<file path="config.mk">
export PLATFORM = sky130hd
export DESIGN_NAME = hdlc_channel_event_errors
export DESIGN_NICKNAME = d
export VERILOG_FILES = /design/src/common/hdlc_event_pkg.sv /design/src/core/hdlc_channel_event_errors.sv /design/src/core/event_queue_mem.sv
export VERILOG_INCLUDE_DIRS = /design/src /design/src/common
export SDC_FILE = /design/constraint.sdc
export NUM_CORES = 1
export LEC_CHECK = 0
export CORE_MARGIN = 4
export CORE_UTILIZATION = 30
export DETAILED_ROUTE_END_ITERATION = 6
export DONT_BUFFER_PORTS = 1
export PLACE_DENSITY_LB_ADDON = 0.25
export SYNTH_ARGS = -nofsm -noshare
export SYNTH_HDL_FRONTEND = slang
export SYNTH_HIERARCHICAL = 1
export SYNTH_SLANG_ARGS = --single-unit
</file>
<file path="constraint.sdc">
create_clock -name hclk -period 5.05 [get_ports hclk]
set_input_delay 0.7575 -clock hclk [delete_from_list [all_inputs] [get_ports hclk]]
set_output_delay 0.7575 -clock hclk [all_outputs]
set_load 0.02 [all_outputs]
</file>
<file path="src/common/hdlc_event_defs.svh">
// offsets, field positions, reset values and timing counts for the channel event block
`ifndef HDLC_EVENT_DEFS_SVH
`define HDLC_EVENT_DEFS_SVH
`define OFS_CHAN_CFG    8'h00
`define OFS_RX_STATUS   8'h04
`define OFS_TX_STATUS   8'h08
`define OFS_EVT_QUEUE   8'h0c
`define OFS_EVT_COUNT   8'h10
`define BIT_IDLE_MASK   0
`define BIT_FLOSS_MASK  1
`define BIT_INC_MASK    2
`define BIT_DEC_MASK    3
`define BIT_FILT_MASK   4
`define BIT_BUFERR_MASK 5
`define BIT_SS7_MODE    6
`define BIT_REACTIVATE  7
`define CHAN_CFG_RESET  32'h0000_0000
`define FILL_OCTET      8'h7e
`define ABORT_OCTET     8'hfe
`define CLEAN_RUN       9'h100
`define ABORT_ONES      5'h10
`define MIN_FILT_LEN    4'h3
`define MAX_FILT_LEN    4'h5
`endif

</file>
<file path="src/common/hdlc_event_pkg.sv">
// types for the channel event block
package hdlc_event_pkg;
   typedef enum logic [4:0] {
      EV_CHANGE_ABORT = 5'h01,
      EV_CHANGE_IDLE  = 5'h02,
      EV_FRAME_REC    = 5'h03,
      EV_INCREMENT    = 5'h04,
      EV_DECREMENT    = 5'h05,
      EV_FILTERED     = 5'h06,
      ER_OWNERSHIP    = 5'h10,
      ER_FIFO_RUN     = 5'h11
   } event_code_t;
   typedef enum logic [2:0] {
      TX_IDLE  = 3'b001,
      TX_RUN   = 3'b010,
      TX_ABORT = 3'b100
   } tx_state_t;
endpackage

</file>
<file path="src/core/hdlc_channel_event_errors.sv">
// per-channel event detection, ss7 monitor and transmit error handling
//
// Our own choices: the register addresses and register access over AHB-Lite.
`include "hdlc_event_defs.svh"
// Behaviour
// RULE1: fill to abort queues change-to-abort unless masked
// RULE2: abort to fill queues change-to-idle unless masked
// RULE3: out-of-frame to in-frame queues recovery event
// RULE4: informational events never stop normal handling
// RULE5: ss7 errors increment counter, queue increment event
// RULE6: 256 clean messages decrement counter, queue event
// RULE7: repeated 3-5 octet clean message is filtered
// RULE8: filtered duplicate dropped, not sent to host
// RULE9: eom zero, next host-owned gives ownership error
// RULE10: granted buffer fetched until its end
// RULE11: host never reclaims a granted buffer
// RULE12: ownership error queued, direction one, maskable
// RULE13: transmit error sends repeated sixteen ones abort
// RULE14: no status write on ownership error
// RULE15: transmit error stops descriptor polling
// RULE16: fifo empty while owning buffer is under-run
// RULE17: under-run queued, direction one, no status write
// RULE18: host reactivates channel after transmit error
// RULE19: direction one transmit, zero receive
// RULE20: abort state holds until host reactivation
module hdlc_channel_event_errors
   import hdlc_event_pkg::*;
#(
   parameter int QDEPTH = 8
) (
   input  wire logic        hclk,
   input  wire logic        hresetn,
   input  wire logic        hsel,
   input  wire logic [31:0] haddr,
   input  wire logic [1:0]  htrans,
   input  wire logic        hwrite,
   input  wire logic [2:0]  hsize,
   input  wire logic [31:0] hwdata,
   input  wire logic        hready,
   output logic             hreadyout,
   output logic             hresp,
   output logic      [31:0] hrdata,
   input  wire logic        rx_octet_valid,
   input  wire logic [7:0]  rx_octet,
   input  wire logic        in_frame,
   input  wire logic        msg_end,
   input  wire logic        msg_error,
   input  wire logic [3:0]  msg_len,
   input  wire logic [39:0] msg_data,
   output logic             msg_drop,
   input  wire logic        buf_done,
   input  wire logic        end_of_message_flag,
   input  wire logic        next_owned,
   input  wire logic        fifo_empty,
   input  wire logic        bit_needed,
   output logic             fetch_enable,
   output logic             poll_enable,
   output logic             status_write_enable,
   output logic             tx_abort_bit
);
   logic [31:0]      chan_cfg;
   logic [7:0]       error_count;
   logic [8:0]       clean_count;
   logic [1:0]       rx_pattern;
   logic             last_frame;
   logic [39:0]      last_msg;
   logic [3:0]       last_len;
   logic             last_valid;
   tx_state_t        tx_state;
   logic [4:0]       ones_count;
   logic [2:0]       wptr, rptr;
   logic [3:0]       qcount;
   logic [5:0]       qrdata;
   logic             ap_write, ap_read;
   logic [7:0]       ap_addr;
   logic             ev_valid;
   logic [5:0]       ev_word;
   logic             pop;

   function automatic logic [5:0] pack_event(input event_code_t c, input logic dir);
      pack_event = {dir, c};
   endfunction

   ////////////////////////////////////////////////////////////////
   // ahb-lite slave, zero wait states, always okay
   assign hreadyout = 1'b1;
   assign hresp     = 1'b0;
   always_ff @(posedge hclk or negedge hresetn) begin
      if (!hresetn) begin
         ap_write <= 1'b0;
         ap_read  <= 1'b0;
         ap_addr  <= 8'h00;
      end else if (hready) begin
         ap_write <= hsel & htrans[1] & hwrite;
         ap_read  <= hsel & htrans[1] & ~hwrite;
         ap_addr  <= haddr[7:0];
      end
   end
   wire cfg_write = ap_write && ap_addr == `OFS_CHAN_CFG;
   // config register; reactivate bit is self clearing
   always_ff @(posedge hclk or negedge hresetn) begin
      if (!hresetn) begin
         chan_cfg <= `CHAN_CFG_RESET;
      end else if (cfg_write) begin
         chan_cfg <= hwdata & 32'h0000_007f;
      end
   end
   wire reactivate = cfg_write & hwdata[`BIT_REACTIVATE];
   assign pop = ap_read && ap_addr == `OFS_EVT_QUEUE && qcount != 4'h0;
   // read mux; unmapped reads as zero
   always_comb begin
      case (ap_addr)
         `OFS_CHAN_CFG:  hrdata = chan_cfg;
         `OFS_RX_STATUS: hrdata = {23'h0, error_count, in_frame};
         `OFS_TX_STATUS: hrdata = {27'h0, ones_count[0], tx_state, fetch_enable};
         `OFS_EVT_QUEUE: hrdata = {25'h0, qcount != 4'h0, qrdata};
         `OFS_EVT_COUNT: hrdata = {28'h0, qcount};
         default:        hrdata = 32'h0;
      endcase
   end

   ////////////////////////////////////////////////////////////////
   // receive idle/abort pattern tracking
   wire is_fill  = rx_octet_valid && rx_octet == `FILL_OCTET;
   wire is_abort = rx_octet_valid && rx_octet == `ABORT_OCTET;
   always_ff @(posedge hclk or negedge hresetn) begin
      if (!hresetn) begin
         rx_pattern <= 2'b00;
      end else if (is_fill) begin
         rx_pattern <= 2'b01;
      end else if (is_abort) begin
         rx_pattern <= 2'b10;
      end
   end
   wire ev_abort = is_abort && rx_pattern == 2'b01; // RULE1
   wire ev_idle  = is_fill && rx_pattern == 2'b10;  // RULE2
   // frame state edge
   always_ff @(posedge hclk or negedge hresetn) begin
      if (!hresetn) begin
         last_frame <= 1'b1;
      end else begin
         last_frame <= in_frame;
      end
   end
   wire ev_frame_recovery_event = in_frame & ~last_frame; // RULE3

   ////////////////////////////////////////////////////////////////
   // ss7 error-rate counter and duplicate filter
   wire ss7      = chan_cfg[`BIT_SS7_MODE];
   wire end_bad  = ss7 & msg_end & msg_error;
   wire end_good = ss7 & msg_end & ~msg_error;
   wire dec_hit  = end_good && clean_count == `CLEAN_RUN - 9'h1;
   wire ev_inc   = end_bad;                                // RULE5
   wire ev_dec   = dec_hit && error_count != 8'h00;        // RULE6
   wire ev_filt  = end_good && last_valid && msg_len >= `MIN_FILT_LEN
                   && msg_len <= `MAX_FILT_LEN && msg_len == last_len
                   && msg_data == last_msg;                // RULE7
   assign msg_drop = ev_filt; // RULE8
   always_ff @(posedge hclk or negedge hresetn) begin
      if (!hresetn) begin
         error_count <= 8'h00;
      end else if (ev_inc && error_count != 8'hff) begin
         error_count <= error_count + 8'h01; // RULE5
      end else if (ev_dec) begin
         error_count <= error_count - 8'h01; // RULE6
      end
   end
   // run of clean messages, broken by any error
   always_ff @(posedge hclk or negedge hresetn) begin
      if (!hresetn) begin
         clean_count <= 9'h000;
      end else if (end_bad || dec_hit) begin
         clean_count <= 9'h000;
      end else if (end_good) begin
         clean_count <= clean_count + 9'h001;
      end
   end
   // last message memory; errored message breaks comparison
   always_ff @(posedge hclk or negedge hresetn) begin
      if (!hresetn) begin
         last_msg   <= 40'h0;
         last_len   <= 4'h0;
         last_valid <= 1'b0;
      end else if (end_good) begin
         last_msg   <= msg_data;
         last_len   <= msg_len;
         last_valid <= 1'b1;
      end else if (end_bad) begin
         last_valid <= 1'b0;
      end
   end

   ////////////////////////////////////////////////////////////////
   // transmit error detection and abort state
   wire err_onr  = tx_state == TX_RUN && buf_done && !end_of_message_flag && !next_owned; // RULE9
   wire err_fifo = tx_state == TX_RUN && fifo_empty && bit_needed && !err_onr; // RULE16
   always_ff @(posedge hclk or negedge hresetn) begin
      if (!hresetn) begin
         tx_state <= TX_IDLE;
      end else begin
         case (tx_state)
            TX_IDLE:  if (reactivate) tx_state <= TX_RUN;
            TX_RUN:   if (err_onr || err_fifo) tx_state <= TX_ABORT; // RULE13
            TX_ABORT: if (reactivate) tx_state <= TX_RUN; // RULE20 RULE18
            default:  tx_state <= TX_IDLE;
         endcase
      end
   end
   // fetch runs to buffer end while running; stops on error
   assign fetch_enable = tx_state == TX_RUN; // RULE10 RULE20
   assign poll_enable  = tx_state == TX_RUN; // RULE15
   // status descriptor suppressed on both error kinds
   assign status_write_enable = tx_state == TX_RUN && buf_done && !err_onr && !err_fifo; // RULE14 RULE17
   // sixteen-ones abort pattern counter, repeats while aborting
   always_ff @(posedge hclk or negedge hresetn) begin
      if (!hresetn) begin
         ones_count   <= 5'h00;
         tx_abort_bit <= 1'b0;
      end else if (tx_state == TX_ABORT && bit_needed) begin
         tx_abort_bit <= 1'b1; // RULE13
         ones_count   <= (ones_count == `ABORT_ONES - 5'h1) ? 5'h00 : ones_count + 5'h01;
      end else if (tx_state != TX_ABORT) begin
         ones_count   <= 5'h00;
         tx_abort_bit <= 1'b0;
      end
   end

   ////////////////////////////////////////////////////////////////
   // event selection, one per cycle, errors first
   always_comb begin
      ev_valid = 1'b1;
      if (err_onr && !chan_cfg[`BIT_BUFERR_MASK]) begin
         ev_word = pack_event(ER_OWNERSHIP, 1'b1); // RULE12 RULE19
      end else if (err_fifo && !chan_cfg[`BIT_BUFERR_MASK]) begin
         ev_word = pack_event(ER_FIFO_RUN, 1'b1); // RULE17 RULE19
      end else if (ev_abort && !chan_cfg[`BIT_IDLE_MASK]) begin
         ev_word = pack_event(EV_CHANGE_ABORT, 1'b0); // RULE1 RULE19
      end else if (ev_idle && !chan_cfg[`BIT_IDLE_MASK]) begin
         ev_word = pack_event(EV_CHANGE_IDLE, 1'b0); // RULE2
      end else if (ev_frame_recovery_event && !chan_cfg[`BIT_FLOSS_MASK]) begin
         ev_word = pack_event(EV_FRAME_REC, 1'b0); // RULE3
      end else if (ev_inc && !chan_cfg[`BIT_INC_MASK]) begin
         ev_word = pack_event(EV_INCREMENT, 1'b0); // RULE5
      end else if (ev_dec && !chan_cfg[`BIT_DEC_MASK]) begin
         ev_word = pack_event(EV_DECREMENT, 1'b0); // RULE6
      end else if (ev_filt && !chan_cfg[`BIT_FILT_MASK]) begin
         ev_word = pack_event(EV_FILTERED, 1'b0); // RULE7
      end else begin
         ev_valid = 1'b0;
         ev_word  = 6'h00;
      end
   end
   // a full queue drops new events; receive keeps running
   wire push = ev_valid && qcount != 4'(QDEPTH); // RULE4
   always_ff @(posedge hclk or negedge hresetn) begin
      if (!hresetn) begin
         wptr   <= 3'h0;
         rptr   <= 3'h0;
         qcount <= 4'h0;
      end else begin
         if (push) wptr <= wptr + 3'h1;
         if (pop)  rptr <= rptr + 3'h1;
         qcount <= qcount + {3'h0, push} - {3'h0, pop};
      end
   end
   event_queue_mem #(.WIDTH(6), .DEPTH(QDEPTH), .AW(3)) u_queue (
      .hclk  (hclk),
      .we    (push),
      .waddr (wptr),
      .wdata (ev_word),
      .raddr (pop ? rptr + 3'h1 : rptr),
      .rdata (qrdata)
   );

   ////////////////////////////////////////////////////////////////
   // checks
   a_onr_abort: assert property (@(posedge hclk) disable iff (!hresetn) // RULE13
      err_onr |=> tx_state == TX_ABORT) else $error("no abort after ownership error");
   a_abort_hold: assert property (@(posedge hclk) disable iff (!hresetn) // RULE20
      tx_state == TX_ABORT && !reactivate |=> tx_state == TX_ABORT) else $error("abort left");
   a_poll_stop: assert property (@(posedge hclk) disable iff (!hresetn) // RULE15
      (err_onr || err_fifo) |=> !poll_enable) else $error("polling after error");
   a_no_status: assert property (@(posedge hclk) disable iff (!hresetn) // RULE14
      err_onr |-> !status_write_enable) else $error("status written on error");
   a_filt_drop: assert property (@(posedge hclk) disable iff (!hresetn) // RULE8
      ev_filt |-> msg_drop && msg_len >= 4'h3 && msg_len <= 4'h5) else $error("drop wrong");
   a_inc_count: assert property (@(posedge hclk) disable iff (!hresetn) // RULE5
      ev_inc && error_count < 8'hff |=> error_count == $past(error_count) + 8'h01)
      else $error("counter not incremented");
   a_dec_count: assert property (@(posedge hclk) disable iff (!hresetn) // RULE6
      ev_dec && !ev_inc |=> error_count == $past(error_count) - 8'h01 && clean_count == 9'h0)
      else $error("counter not decremented");
   a_tx_dir: assert property (@(posedge hclk) disable iff (!hresetn) // RULE19
      push && ev_word[4] |-> ev_word[5]) else $error("transmit error direction");
   a_abort_ones: assert property (@(posedge hclk) disable iff (!hresetn) // RULE13
      tx_state == TX_ABORT ##1 tx_state == TX_ABORT && bit_needed |=> tx_abort_bit)
      else $error("abort bit low");
   c_onr: cover property (@(posedge hclk) disable iff (!hresetn) err_onr);
   c_fifo: cover property (@(posedge hclk) disable iff (!hresetn) err_fifo);
   c_filt: cover property (@(posedge hclk) disable iff (!hresetn) ev_filt);
   c_idle: cover property (@(posedge hclk) disable iff (!hresetn) ev_abort ##[1:50] ev_idle);
endmodule // hdlc_channel_event_errors

</file>
<file path="src/core/event_queue_mem.sv">
// small event descriptor memory with registered read data
module event_queue_mem #(
   parameter int WIDTH = 6,
   parameter int DEPTH = 8,
   parameter int AW    = 3
) (
   input  wire logic             hclk,
   input  wire logic             we,
   input  wire logic [AW-1:0]    waddr,
   input  wire logic [WIDTH-1:0] wdata,
   input  wire logic [AW-1:0]    raddr,
   output logic      [WIDTH-1:0] rdata
);
   logic [WIDTH-1:0] mem [DEPTH];
   // write port
   always_ff @(posedge hclk) begin
      if (we) begin
         mem[waddr] <= wdata;
      end
   end
   // read data from a register
   always_ff @(posedge hclk) begin
      rdata <= mem[raddr];
   end
endmodule // event_queue_mem

</file>
==> results.py, run 1 <==
metrics = {
    "yosys": {
        "synthCells": 593,
        "synth_area_leaders": "dfrtp_1 33%, edfxtp_1 19%, mux2_2 11%, xnor2_1 4.9%, mux4_1 4.1%",
        "synth.ff_latch_count": 155,
        "syn_area_mm2": 0.00762,
        "synth_area_leader_cell": "dfrtp_1",
        "ys.warnings.count": 6,
        "ys_types": 63,
        "syn_area_per_cell_um2": 12.8,
        "synth_common_cells": "99 x dfrtp_1, 74 x mux2_2, 48 x edfxtp_1",
        "synth_edf_count": 48,
        "async_flop_share": 0.652,
        "synth_top_cell_area_share": 0.325,
        "synth-main-ff-cell": "dfrtp_1",
        "seq_area_frac_synth": 0.537,
        "post-synth-top-count-cell": "dfrtp_1",
    },
    "sta": {
        "rsz0062_at_grt": "no",
        "min_period_ns": 3.76,
        "tns_ns": 0,
        "max_freq_mhz": 266,
        "finalSetupViolCount": 0,
        "clock-skew-final_ns": 0.0102,
        "hold_viol_final": 0,
        "worst_slack_ns": 1.29,
        "max_slew.worst_pin.slew_ns": 1.09,
        "relSlewSlack": 0.261,
        "finalMaxSlewViolations": 0,
        "finalCritPeriodShare": 0.745,
    },
    "final_layout": {
        "syn2layout_area_growth_pct": 12.5,
        "nets": 764,
        "drive_gt1_frac": 0.197,
        "fill_cells": 2457,
        "n_antenna_cell": 0,
    },
    "global_route": {
        "grt_pass1_vias": 4773,
        "grtUsageTotal": 0.120,
        "grt-ovfl-total": 0,
        "antenna_found_initial": 0,
        "grt_max_degree": 102,
        "grt_pass1_wl_um": 26300,
    },
    "status": {
        "status": "finished, final reports clean",
    },
    "clock_network": {
        "ctsRootBufferMaster": "clkbuf_16",
        "ctsResizeCount": 0,
        "cts_buffers": 17,
        "htreeDepth": 4,
        "clk_pin_slew_ns": 0.07,
        "cts_setup_buffers": 0,
        "cts_tree": "built",
        "clk_latency_ns": 0.42,
        "cts_sinks": 155,
        "cts_hold_buf": 0,
        "max-clock-path-buffers": 2,
    },
    "detailed_routing": {
        "dr.pass1.iters": 5,
        "drt-met1-wl_um": 6820,
        "ant_nets": 0,
        "highest_layer": "met4",
        "viasPerCell": 4.76,
        "drt_wl_total_um": 16400,
        "drc_errors": 0,
        "vias": 4532,
        "drt_iter0_drc": 197,
        "wl_met3_um": 740,
        "post_drt_wl_per_cell_um": 17.2,
        "wl_met2_um": 8590,
    },
    "placement": {
        "pre_cts_ws_ns": 1.20,
        "place_congestion": 0.769,
        "dp_hpwl_um": 12100,
        "io_buffers": 0,
    },
    "worst_setup_path": {
        "critPathLaunchType": "register",
        "cp_data_arrival_time_ns": 3.01,
        "path_max_fanout": 8,
        "crit_type": "reg2out",
        "worstPathRequired_ns": 4.29,
        "critical_path.endpoint_type": "output port",
    },
    "run": {
        "maxCapViolCount": 0,
    },
    "power_and_ir_drop": {
        "ir_worst_vdd_mv": 0.167,
        "p_per_area_mw_per_mm2": 419,
        "p_leak_nw": 3.36,
    },
    "hold_path": {
        "hold_class": "in2async",
    },
    "floorplan": {
        "rows": 58,
        "ios": 174,
        "die_h_um": 167,
        "initial_utilization": 0.303,
        "core_area_mm2": 0.0251,
        "chipWidth_um": 167,
        "die-area_mm2": 0.0280,
    },
}
## cells in the final DEF (no fill, tap or decap), types with 3 or more instances in the layout
cell type,count
dfrtp_1,99
mux2_2,74
edfxtp_1,48
xnor2_1,43
nand2_1,38
nor2_1,33
conb_1,33
inv_1,19
clkbuf_16,19
o21ai_0,18
ha_1,17
nand4_1,15
a21oi_1,15
xor2_1,14
mux4_1,12
nor3_1,11
nand3_1,8
nor4_1,6
and2_1,6
and3_1,6
dfxtp_1,6
a22oi_1,5
or3_1,4
nand2b_1,4
clkinv_4,4
buf_4,4
nor4b_1,3
a21o_1,3
dlygate4sd3_1,3
## cell families after synthesis
family,Yosys count,synth area share
other,2,0.000986
XOR/XNOR,57,0.0655
adder cells (fa/ha/maj),19,0.0332
AO/OA/AOI/OAI,60,0.0521
flip-flops,155,0.537
multiplexers,89,0.157
buffers and inverters,59,0.0439
AND/OR/NAND/NOR,152,0.110
## routing by layer
| metal | vias up | global-route usage |
|---|---|---|
| li1 | 2155 | - |
| met1 | 2234 | 0.144 |
| met2 | 116 | 0.210 |
| met3 | 27 | 0.0302 |
| met4 | 0 | 0.0406 |
| met5 | - | 0 |
## area by class of cell
cell class | instances | area, um^2 | share of cell area
Multi-Input combinational cell | 410 | 3310 | 0.386
Clock inverter | 11 | 130 | 0.0152
Inverter | 19 | 71.3 | 0.00832
Timing Repair Buffer | 7 | 60.1 | 0.00701
Tap cell | 330 | 413 | 0.0482
Clock buffer | 21 | 493 | 0.0575
Sequential cell | 155 | 4090 | 0.478
## per-stage QoR
stage	std cells	hold slack [ns]	power (mW)	cell area [um^2]	utilization
after global placement	918	0.465	2.25	7910	0.315
after CTS	950	0.00795	3.63	8540	0.340
after floorplan	624	0.447	2.16	7730	-
after global routing	953	-0.00281	3.79	8570	0.341
final	953	0.0267	3.59	8570	0.341
after detailed placement	918	0.464	2.29	7910	0.315
## worst max-delay path: stages (launching register included)
cell,delay (ns)
dfrtp_1,0.37
or4_1,0.64
or2_2,0.36
nor4b_2,0.71
a22oi_1,0.22
nand2_1,0.29
## registers in the layout, summed over array words and instances (netlist names), 4 cells and up
register       cells
u_queue/mem       48
last_msg          40
clean_count        9
ap_addr            8
error_count        8
chan_cfg           7
u_queue/rdata      6
ones_count         5
last_len           4
qcount             4
## power breakdown
group          switching (mW)  total [mW]  internal (mW)
sequential              0.165        1.64           1.48
combinational           0.290       0.624          0.334
clock                   0.520        1.33          0.805
## path summary, 6_finish.rpt
kind | from | depth (start not counted) | end | slack (ns)
min in group hclk | in_frame | 0 | last_frame$_DFF_PN1_ | 0.33
max in group asynchronous | hresetn | 1 | last_msg[36]$_DFFE_PN0P_ | 4.21
worst min-delay path | hresetn | 0 | last_msg[33]$_DFFE_PN0P_ | 0.03
worst max register to register | clean_count[0]$_DFFE_PN0P_ | 11 | u_queue/mem[0][3]$_DFFE_PP_ | 1.56
worst min register to register | last_valid$_DFFE_PN0P_ | 2 | last_valid$_DFFE_PN0P_ | 0.50
worst max-delay path | ap_addr[7]$_DFFE_PN0P_ | 5 | hrdata[5] | 1.29
Note: power is estimated with default switching activity, not from simulation.
==> run 2: changes to the inputs <==
Settings changed: ABC_AREA set to 1.
Clock period 5.05 ns to 3.65 ns, I/O delays scaled along.
==> run 2 against run 1 <==
Compared with the run above:
- cell count increased by 55%
- largest power group unchanged
- critical path depth increased by 14
- largest cell class unchanged
- via count increased by 43%
- register-to-register slack got worse by 1.2 ns
- sequential share of layout area decreased by 4.5 points
- synthesized cell count increased by 80%
- design area increased by 10%
- routed wire length increased by 20%
- utilization decreased by 0.058 points
==> results.py, run 2 <==
metrics = {
    "status": {
        "status": "finished, final reports clean",
    },
    "sta": {
        "finalMaxSlewViolations": 0,
        "min_period_ns": 3.28,
        "max_freq_mhz": 304,
        "max_slew.worst_pin.slew_ns": 0.766,
        "clock-skew-final_ns": 0.0107,
        "finalSetupViolCount": 0,
        "hold_viol_final": 0,
        "tns_ns": 0,
        "rsz0062_at_grt": "no",
        "relSlewSlack": 0.487,
        "finalCritPeriodShare": 0.900,
    },
    "yosys": {
        "seq_area_frac_synth": 0.484,
        "synth_area_leaders": "dfrtp_1 29%, edfxtp_1 17%, nand2_1 15%, inv_1 8.3%, o21ai_0 3.6%",
        "async_flop_share": 0.652,
        "synth_edf_count": 48,
        "synth.ff_latch_count": 155,
        "post-synth-top-count-cell": "nand2_1",
        "synth_common_cells": "335 x nand2_1, 188 x inv_1, 99 x dfrtp_1",
        "synthCells": 1067,
        "syn_area_per_cell_um2": 7.92,
        "synth_top_cell_area_share": 0.293,
        "synth-main-ff-cell": "dfrtp_1",
        "syn_area_mm2": 0.00845,
        "synth_area_leader_cell": "dfrtp_1",
        "ys_types": 50,
        "ys.warnings.count": 6,
    },
    "final_layout": {
        "fin_cells": 1475,
        "seqCellArea_mm2": 0.00409,
        "max_flop_register": "u_queue/mem",
        "nets": 1238,
        "largest_register_ffs": 48,
        "utilization": 0.341,
        "fill_cells": 2941,
        "layout_commonest_cell": "nand2_1",
        "reg_top3": "u_queue/mem: 48 flops, last_msg: 40 flops, clean_count: 9 flops",
        "drive_gt1_frac": 0.0720,
        "syn2layout_area_growth_pct": 11.9,
        "multi_input_area_mm2": 0.00346,
        "n_antenna_cell": 0,
        "final_cell_mix": "335 x nand2_1, 188 x inv_1, 99 x dfrtp_1",
    },
    "detailed_routing": {
        "viasPerCell": 4.38,
        "drc_errors": 0,
        "drt_iter0_drc": 311,
        "drt_wl_total_um": 19800,
        "ant_nets": 0,
        "post_drt_wl_per_cell_um": 13.4,
        "vias": 6460,
        "dr.pass1.iters": 4,
    },
    "worst_setup_path": {
        "worst_path_most_repeated_cell": "inv_1",
        "critical_path.endpoint_type": "register",
        "critPathLaunchType": "register",
        "timing.rr.end": "qcount[1]$_DFF_PN0_",
        "worstReg2RegStart": "clean_count[0]$_DFFE_PN0P_",
        "cp_data_arrival_time_ns": 3.61,
        "r2r_slack_ns": 0.37,
        "cpPeakStageDelay_ns": 0.49,
        "worstPathRequired_ns": 3.97,
        "crit_type": "reg2reg",
        "path_cells": "ha_1 -> inv_1 -> nor3_1 -> and2_1 -> ha_1 -> inv_1 -> nor2_2 -> o21ai_1 -> or2_1 -> nand2_1 -> inv_1 -> nand3_2 -> nand2_4 -> ha_1 -> inv_1 -> ha_1 -> inv_1 -> fa_1 -> inv_1",
        "reg2reg_depth": 19,
        "path_buf_inv": 6,
        "cpMaxStageDelayCell": "fa_1",
        "path_max_fanout": 5,
        "cpLargestDelayFamily": "adder cells",
    },
    "global_route": {
        "antenna_found_initial": 0,
        "grtUsageTotal": 0.130,
        "grt-ovfl-total": 0,
        "grt_max_degree": 102,
        "grt_pass1_wl_um": 31600,
        "grt_pass1_vias": 5999,
    },
    "clock_network": {
        "clk_latency_ns": 0.43,
        "cts_tree": "built",
        "cts_hold_buf": 1,
        "ctsRootBufferMaster": "clkbuf_16",
        "cts_buffers": 17,
        "htreeDepth": 4,
        "max-clock-path-buffers": 2,
        "clk_pin_slew_ns": 0.07,
        "ctsResizeCount": 0,
        "cts_setup_buffers": 0,
        "cts_sinks": 155,
    },
    "placement": {
        "placed_cells": 1442,
        "place_congestion": 0.808,
        "io_buffers": 0,
        "dp_hpwl_um": 14900,
    },
    "floorplan": {
        "rows": 61,
        "initial_utilization": 0.304,
        "core_area_mm2": 0.0278,
        "ios": 174,
        "die-area_mm2": 0.0309,
        "chipWidth_um": 176,
        "die_h_um": 176,
    },
    "power_and_ir_drop": {
        "p_leak_nw": 4.64,
        "p_per_area_mw_per_mm2": 555,
        "ir_worst_vdd_mv": 0.289,
    },
    "hold_path": {
        "hold_class": "in2async",
    },
    "run": {
        "maxCapViolCount": 0,
    },
}
## run 2: cell count changes after synthesis, sizes merged, moves of 6 or more
cell / previous run / this run
nand2: 38 / 340
inv: 19 / 191
mux2: 75 / 10
nor2: 33 / 83
nand3: 8 / 53
o21ai: 18 / 62
xnor2: 43 / 11
mux4: 13 / 0
nor3: 11 / 19
and3: 6 / 0
xor2: 14 / 8
## run 2: how the worst max path moves through the flow
stage,from,end,cells past startpoint
2_1_floorplan,clean_count[0]$_DFFE_PN0P_,qcount[2]$_DFF_PN0_,19
3_3_place_gp,clean_count[0]$_DFFE_PN0P_,qcount[1]$_DFF_PN0_,19
3_5_place_dp,clean_count[0]$_DFFE_PN0P_,qcount[1]$_DFF_PN0_,19
4_1_cts,clean_count[0]$_DFFE_PN0P_,qcount[1]$_DFF_PN0_,19
5_1_grt,clean_count[0]$_DFFE_PN0P_,qcount[2]$_DFF_PN0_,19
6_report,clean_count[0]$_DFFE_PN0P_,qcount[1]$_DFF_PN0_,19
## run 2: cell families after synthesis
group                    Yosys count  share of synthesized area
adder cells (fa/ha/maj)           19                     0.0299
XOR/XNOR                          19                     0.0197
flip-flops                       155                      0.484
AO/OA/AOI/OAI                     96                     0.0642
other                              2                   0.000888
buffers and inverters            236                      0.122
multiplexers                      10                     0.0133
AND/OR/NAND/NOR                  530                      0.266
## run 2: report_power, final
part           internal [mW]  switching [mW]
clock network           1.09           0.773
logic                  0.420           0.732
registers               2.06           0.185
## run 2: per-layer routing
metal / global-route usage / part of all wire
met3: 0.0463 / 0.073
met4: 0.0354 / 0.014
met5: 0 / 0
met1: 0.170 / 0.46
met2: 0.207 / 0.45
## run 2: worst register-to-register path: stages (launching register included)
cell and delay [ns]:
dfrtp_1 0.38, ha_1 0.15, inv_1 0.05, nor3_1 0.28
and2_1 0.18, ha_1 0.14, inv_1 0.07, nor2_2 0.16
o21ai_1 0.12, or2_1 0.24, nand2_1 0.08, inv_1 0.06
nand3_2 0.11, nand2_4 0.08, ha_1 0.29, inv_1 0.05
ha_1 0.15, inv_1 0.05, fa_1 0.49, inv_1 0.05
## run 2: per-stage QoR
stage	power (mW)	hold WS [ns]	setup slack, ns	area (um^2)
2_1_floorplan	3.16	0.252	0.705	8570
3_3_place_gp	3.38	0.257	0.398	8820
3_5_place_dp	3.41	0.257	0.358	8820
4_1_cts	5.33	0.0784	0.320	9460
5_1_grt	5.61	0.0517	0.0711	9460
6_report	5.26	0.0266	0.366	9460
## run 2: layout make-up
type,instances,share of cell area
Timing Repair Buffer,12,0.0116
Multi-Input combinational cell,707,0.365
Clock inverter,15,0.0196
Sequential cell,155,0.432
Clock buffer,17,0.0450
Inverter,191,0.0760
Tap cell,378,0.0500
==> run 3: changes to the inputs <==
Settings changed: ABC_AREA 1 to unset.
==> run 3 against run 2 <==
Compared with the run above:
- routed wire length decreased by 16%
- global-route usage is 1.1 points lower
- critical path depth fell by 3
- highest routed layer unchanged
==> results.py, run 3 (synthesis gave the netlist of run 1 again) <==
metrics = {
    "detailed_routing": {
        "drc_errors": 0,
        "post_drt_wl_per_cell_um": 17.2,
        "highest_layer": "met4",
        "drt_iter0_drc": 248,
        "wl_met3_um": 687,
        "ant_nets": 0,
        "dr.pass1.iters": 4,
        "viasPerCell": 4.73,
        "vias": 4555,
        "drt_wl_total_um": 16600,
        "wl_met2_um": 8840,
        "drt-met1-wl_um": 6850,
    },
    "sta": {
        "min_period_ns": 3.30,
        "finalMaxSlewViolations": 0,
        "finalCritPeriodShare": 0.905,
        "clock-skew-final_ns": 0.0134,
        "tns_ns": 0,
        "whs_ns": 0.0491,
        "rsz0062_at_grt": "no",
        "hold_viol_final": 0,
        "max_slew.worst_pin.slew_ns": 0.854,
        "relSlewSlack": 0.426,
        "max_freq_mhz": 303,
        "finalSetupViolCount": 0,
    },
    "worst_setup_path": {
        "r2r_slack_ns": 0.35,
        "reg2reg_depth": 16,
        "path_max_fanout": 6,
        "crit_type": "reg2reg",
        "critical_path.endpoint_type": "register",
        "worstReg2RegStart": "clean_count[0]$_DFFE_PN0P_",
        "worstPathRequired_ns": 3.96,
        "critPathLaunchType": "register",
        "startpoint": "clean_count[0]$_DFFE_PN0P_",
        "cp_data_arrival_time_ns": 3.61,
        "timing.rr.end": "qcount[1]$_DFF_PN0_",
    },
    "clock_network": {
        "clk_latency_ns": 0.42,
        "max-clock-path-buffers": 2,
        "htreeDepth": 4,
        "clk_pin_slew_ns": 0.07,
        "ctsRootBufferMaster": "clkbuf_16",
        "cts_tree": "built",
        "cts_sinks": 155,
        "cts_buffers": 17,
    },
    "final_layout": {
        "layout_commonest_cell": "dfrtp_1",
        "drive_gt1_frac": 0.216,
        "fin_cells": 963,
        "seqCellArea_mm2": 0.00409,
        "final_cell_mix": "99 x dfrtp_1, 74 x mux2_2, 48 x edfxtp_1",
        "fill_cells": 2437,
        "syn2layout_area_growth_pct": 12.9,
        "largest_register_ffs": 48,
        "max_flop_register": "u_queue/mem",
        "nets": 774,
        "reg_top3": "u_queue/mem: 48 flops, last_msg: 40 flops, clean_count: 9 flops",
        "n_antenna_cell": 0,
        "final_area_mm2": 0.00860,
        "multi_input_area_mm2": 0.00331,
    },
    "power_and_ir_drop": {
        "ir_worst_vdd_mv": 0.293,
        "p_per_area_mw_per_mm2": 562,
        "p_leak_nw": 3.40,
    },
    "global_route": {
        "grt_pass1_vias": 4842,
        "grt_pass1_wl_um": 26500,
        "grt-ovfl-total": 0,
        "grt_max_degree": 102,
        "antenna_found_initial": 0,
        "grtUsageTotal": 0.120,
    },
    "floorplan": {
        "initial_utilization": 0.303,
        "core_area_mm2": 0.0251,
        "chipWidth_um": 167,
        "die_h_um": 167,
        "ios": 174,
        "die-area_mm2": 0.0280,
        "rows": 58,
    },
    "placement": {
        "io_buffers": 0,
        "place_congestion": 0.746,
        "dp_hpwl_um": 12400,
        "post_dp_cell_area_mm2": 0.00800,
        "placed_cells": 929,
    },
    "hold_path": {
        "hold_class": "in2async",
    },
    "run": {
        "maxCapViolCount": 0,
    },
    "status": {
        "status": "finished, final reports clean",
    },
}
-- run 3: area by class of cell --
cell class | count | area share
Multi-Input combinational cell | 410 | 0.385
Tap cell | 330 | 0.0480
Timing Repair Buffer | 17 | 0.0172
Clock buffer | 22 | 0.0563
Clock inverter | 10 | 0.00917
Sequential cell | 155 | 0.476
Inverter | 19 | 0.00830
-- run 3: repair_timing --
| action | CTS | global route |
|---|---|---|
| hold endpoints to repair | 101 | 0 |
| buffers inserted | 0 | 1 |
| gates resized for setup | 0 | 1 |
| setup endpoints to repair | 0 | 2 |
| hold buffers | 1 | 0 |
-- run 3: critical path, stage by stage (launching register included) --
cell and delay (ns):
dfrtp_1 0.39, ha_1 0.22, and3_1 0.21, and3_1 0.18, ha_2 0.23, inv_1 0.06
a211o_1 0.31, nor2_1 0.15, nor2_1 0.12, a31oi_4 0.20, inv_1 0.07, ha_1 0.28
inv_1 0.05, ha_1 0.16, inv_1 0.06, fa_1 0.49, inv_1 0.04
-- run 3: routing by layer --
layer / vias to the layer above / global-route usage
met5: - / 0
met4: 0 / 0.0328
met3: 13 / 0.0297
met2: 94 / 0.215
met1: 2293 / 0.143
li1: 2155 / -
-- run 3: power by group --
part	internal [mW]	switching [mW]
Clock	0.954	0.719
Sequential	2.04	0.230
Combinational	0.471	0.418
-- run 3: how the worst max path moves through the flow --
| stage | to | cells past startpoint |
|---|---|---|
| 2_1_floorplan | qcount[2]$_DFF_PN0_ | 13 |
| 3_3_place_gp | qcount[1]$_DFF_PN0_ | 12 |
| 3_5_place_dp | qcount[1]$_DFF_PN0_ | 12 |
| 4_1_cts | qcount[1]$_DFF_PN0_ | 16 |
| 5_1_grt | qcount[2]$_DFF_PN0_ | 16 |
| 6_report | qcount[1]$_DFF_PN0_ | 16 |
-- run 3: stage by stage --
stage	worst slack, ns	total power, mW	util
after floorplan	0.369	2.99	-
after global placement	0.232	3.11	0.318
after detailed placement	0.202	3.17	0.318
after CTS	0.209	4.91	0.342
after global routing	0.0562	5.13	0.342
final	0.348	4.83	0.342
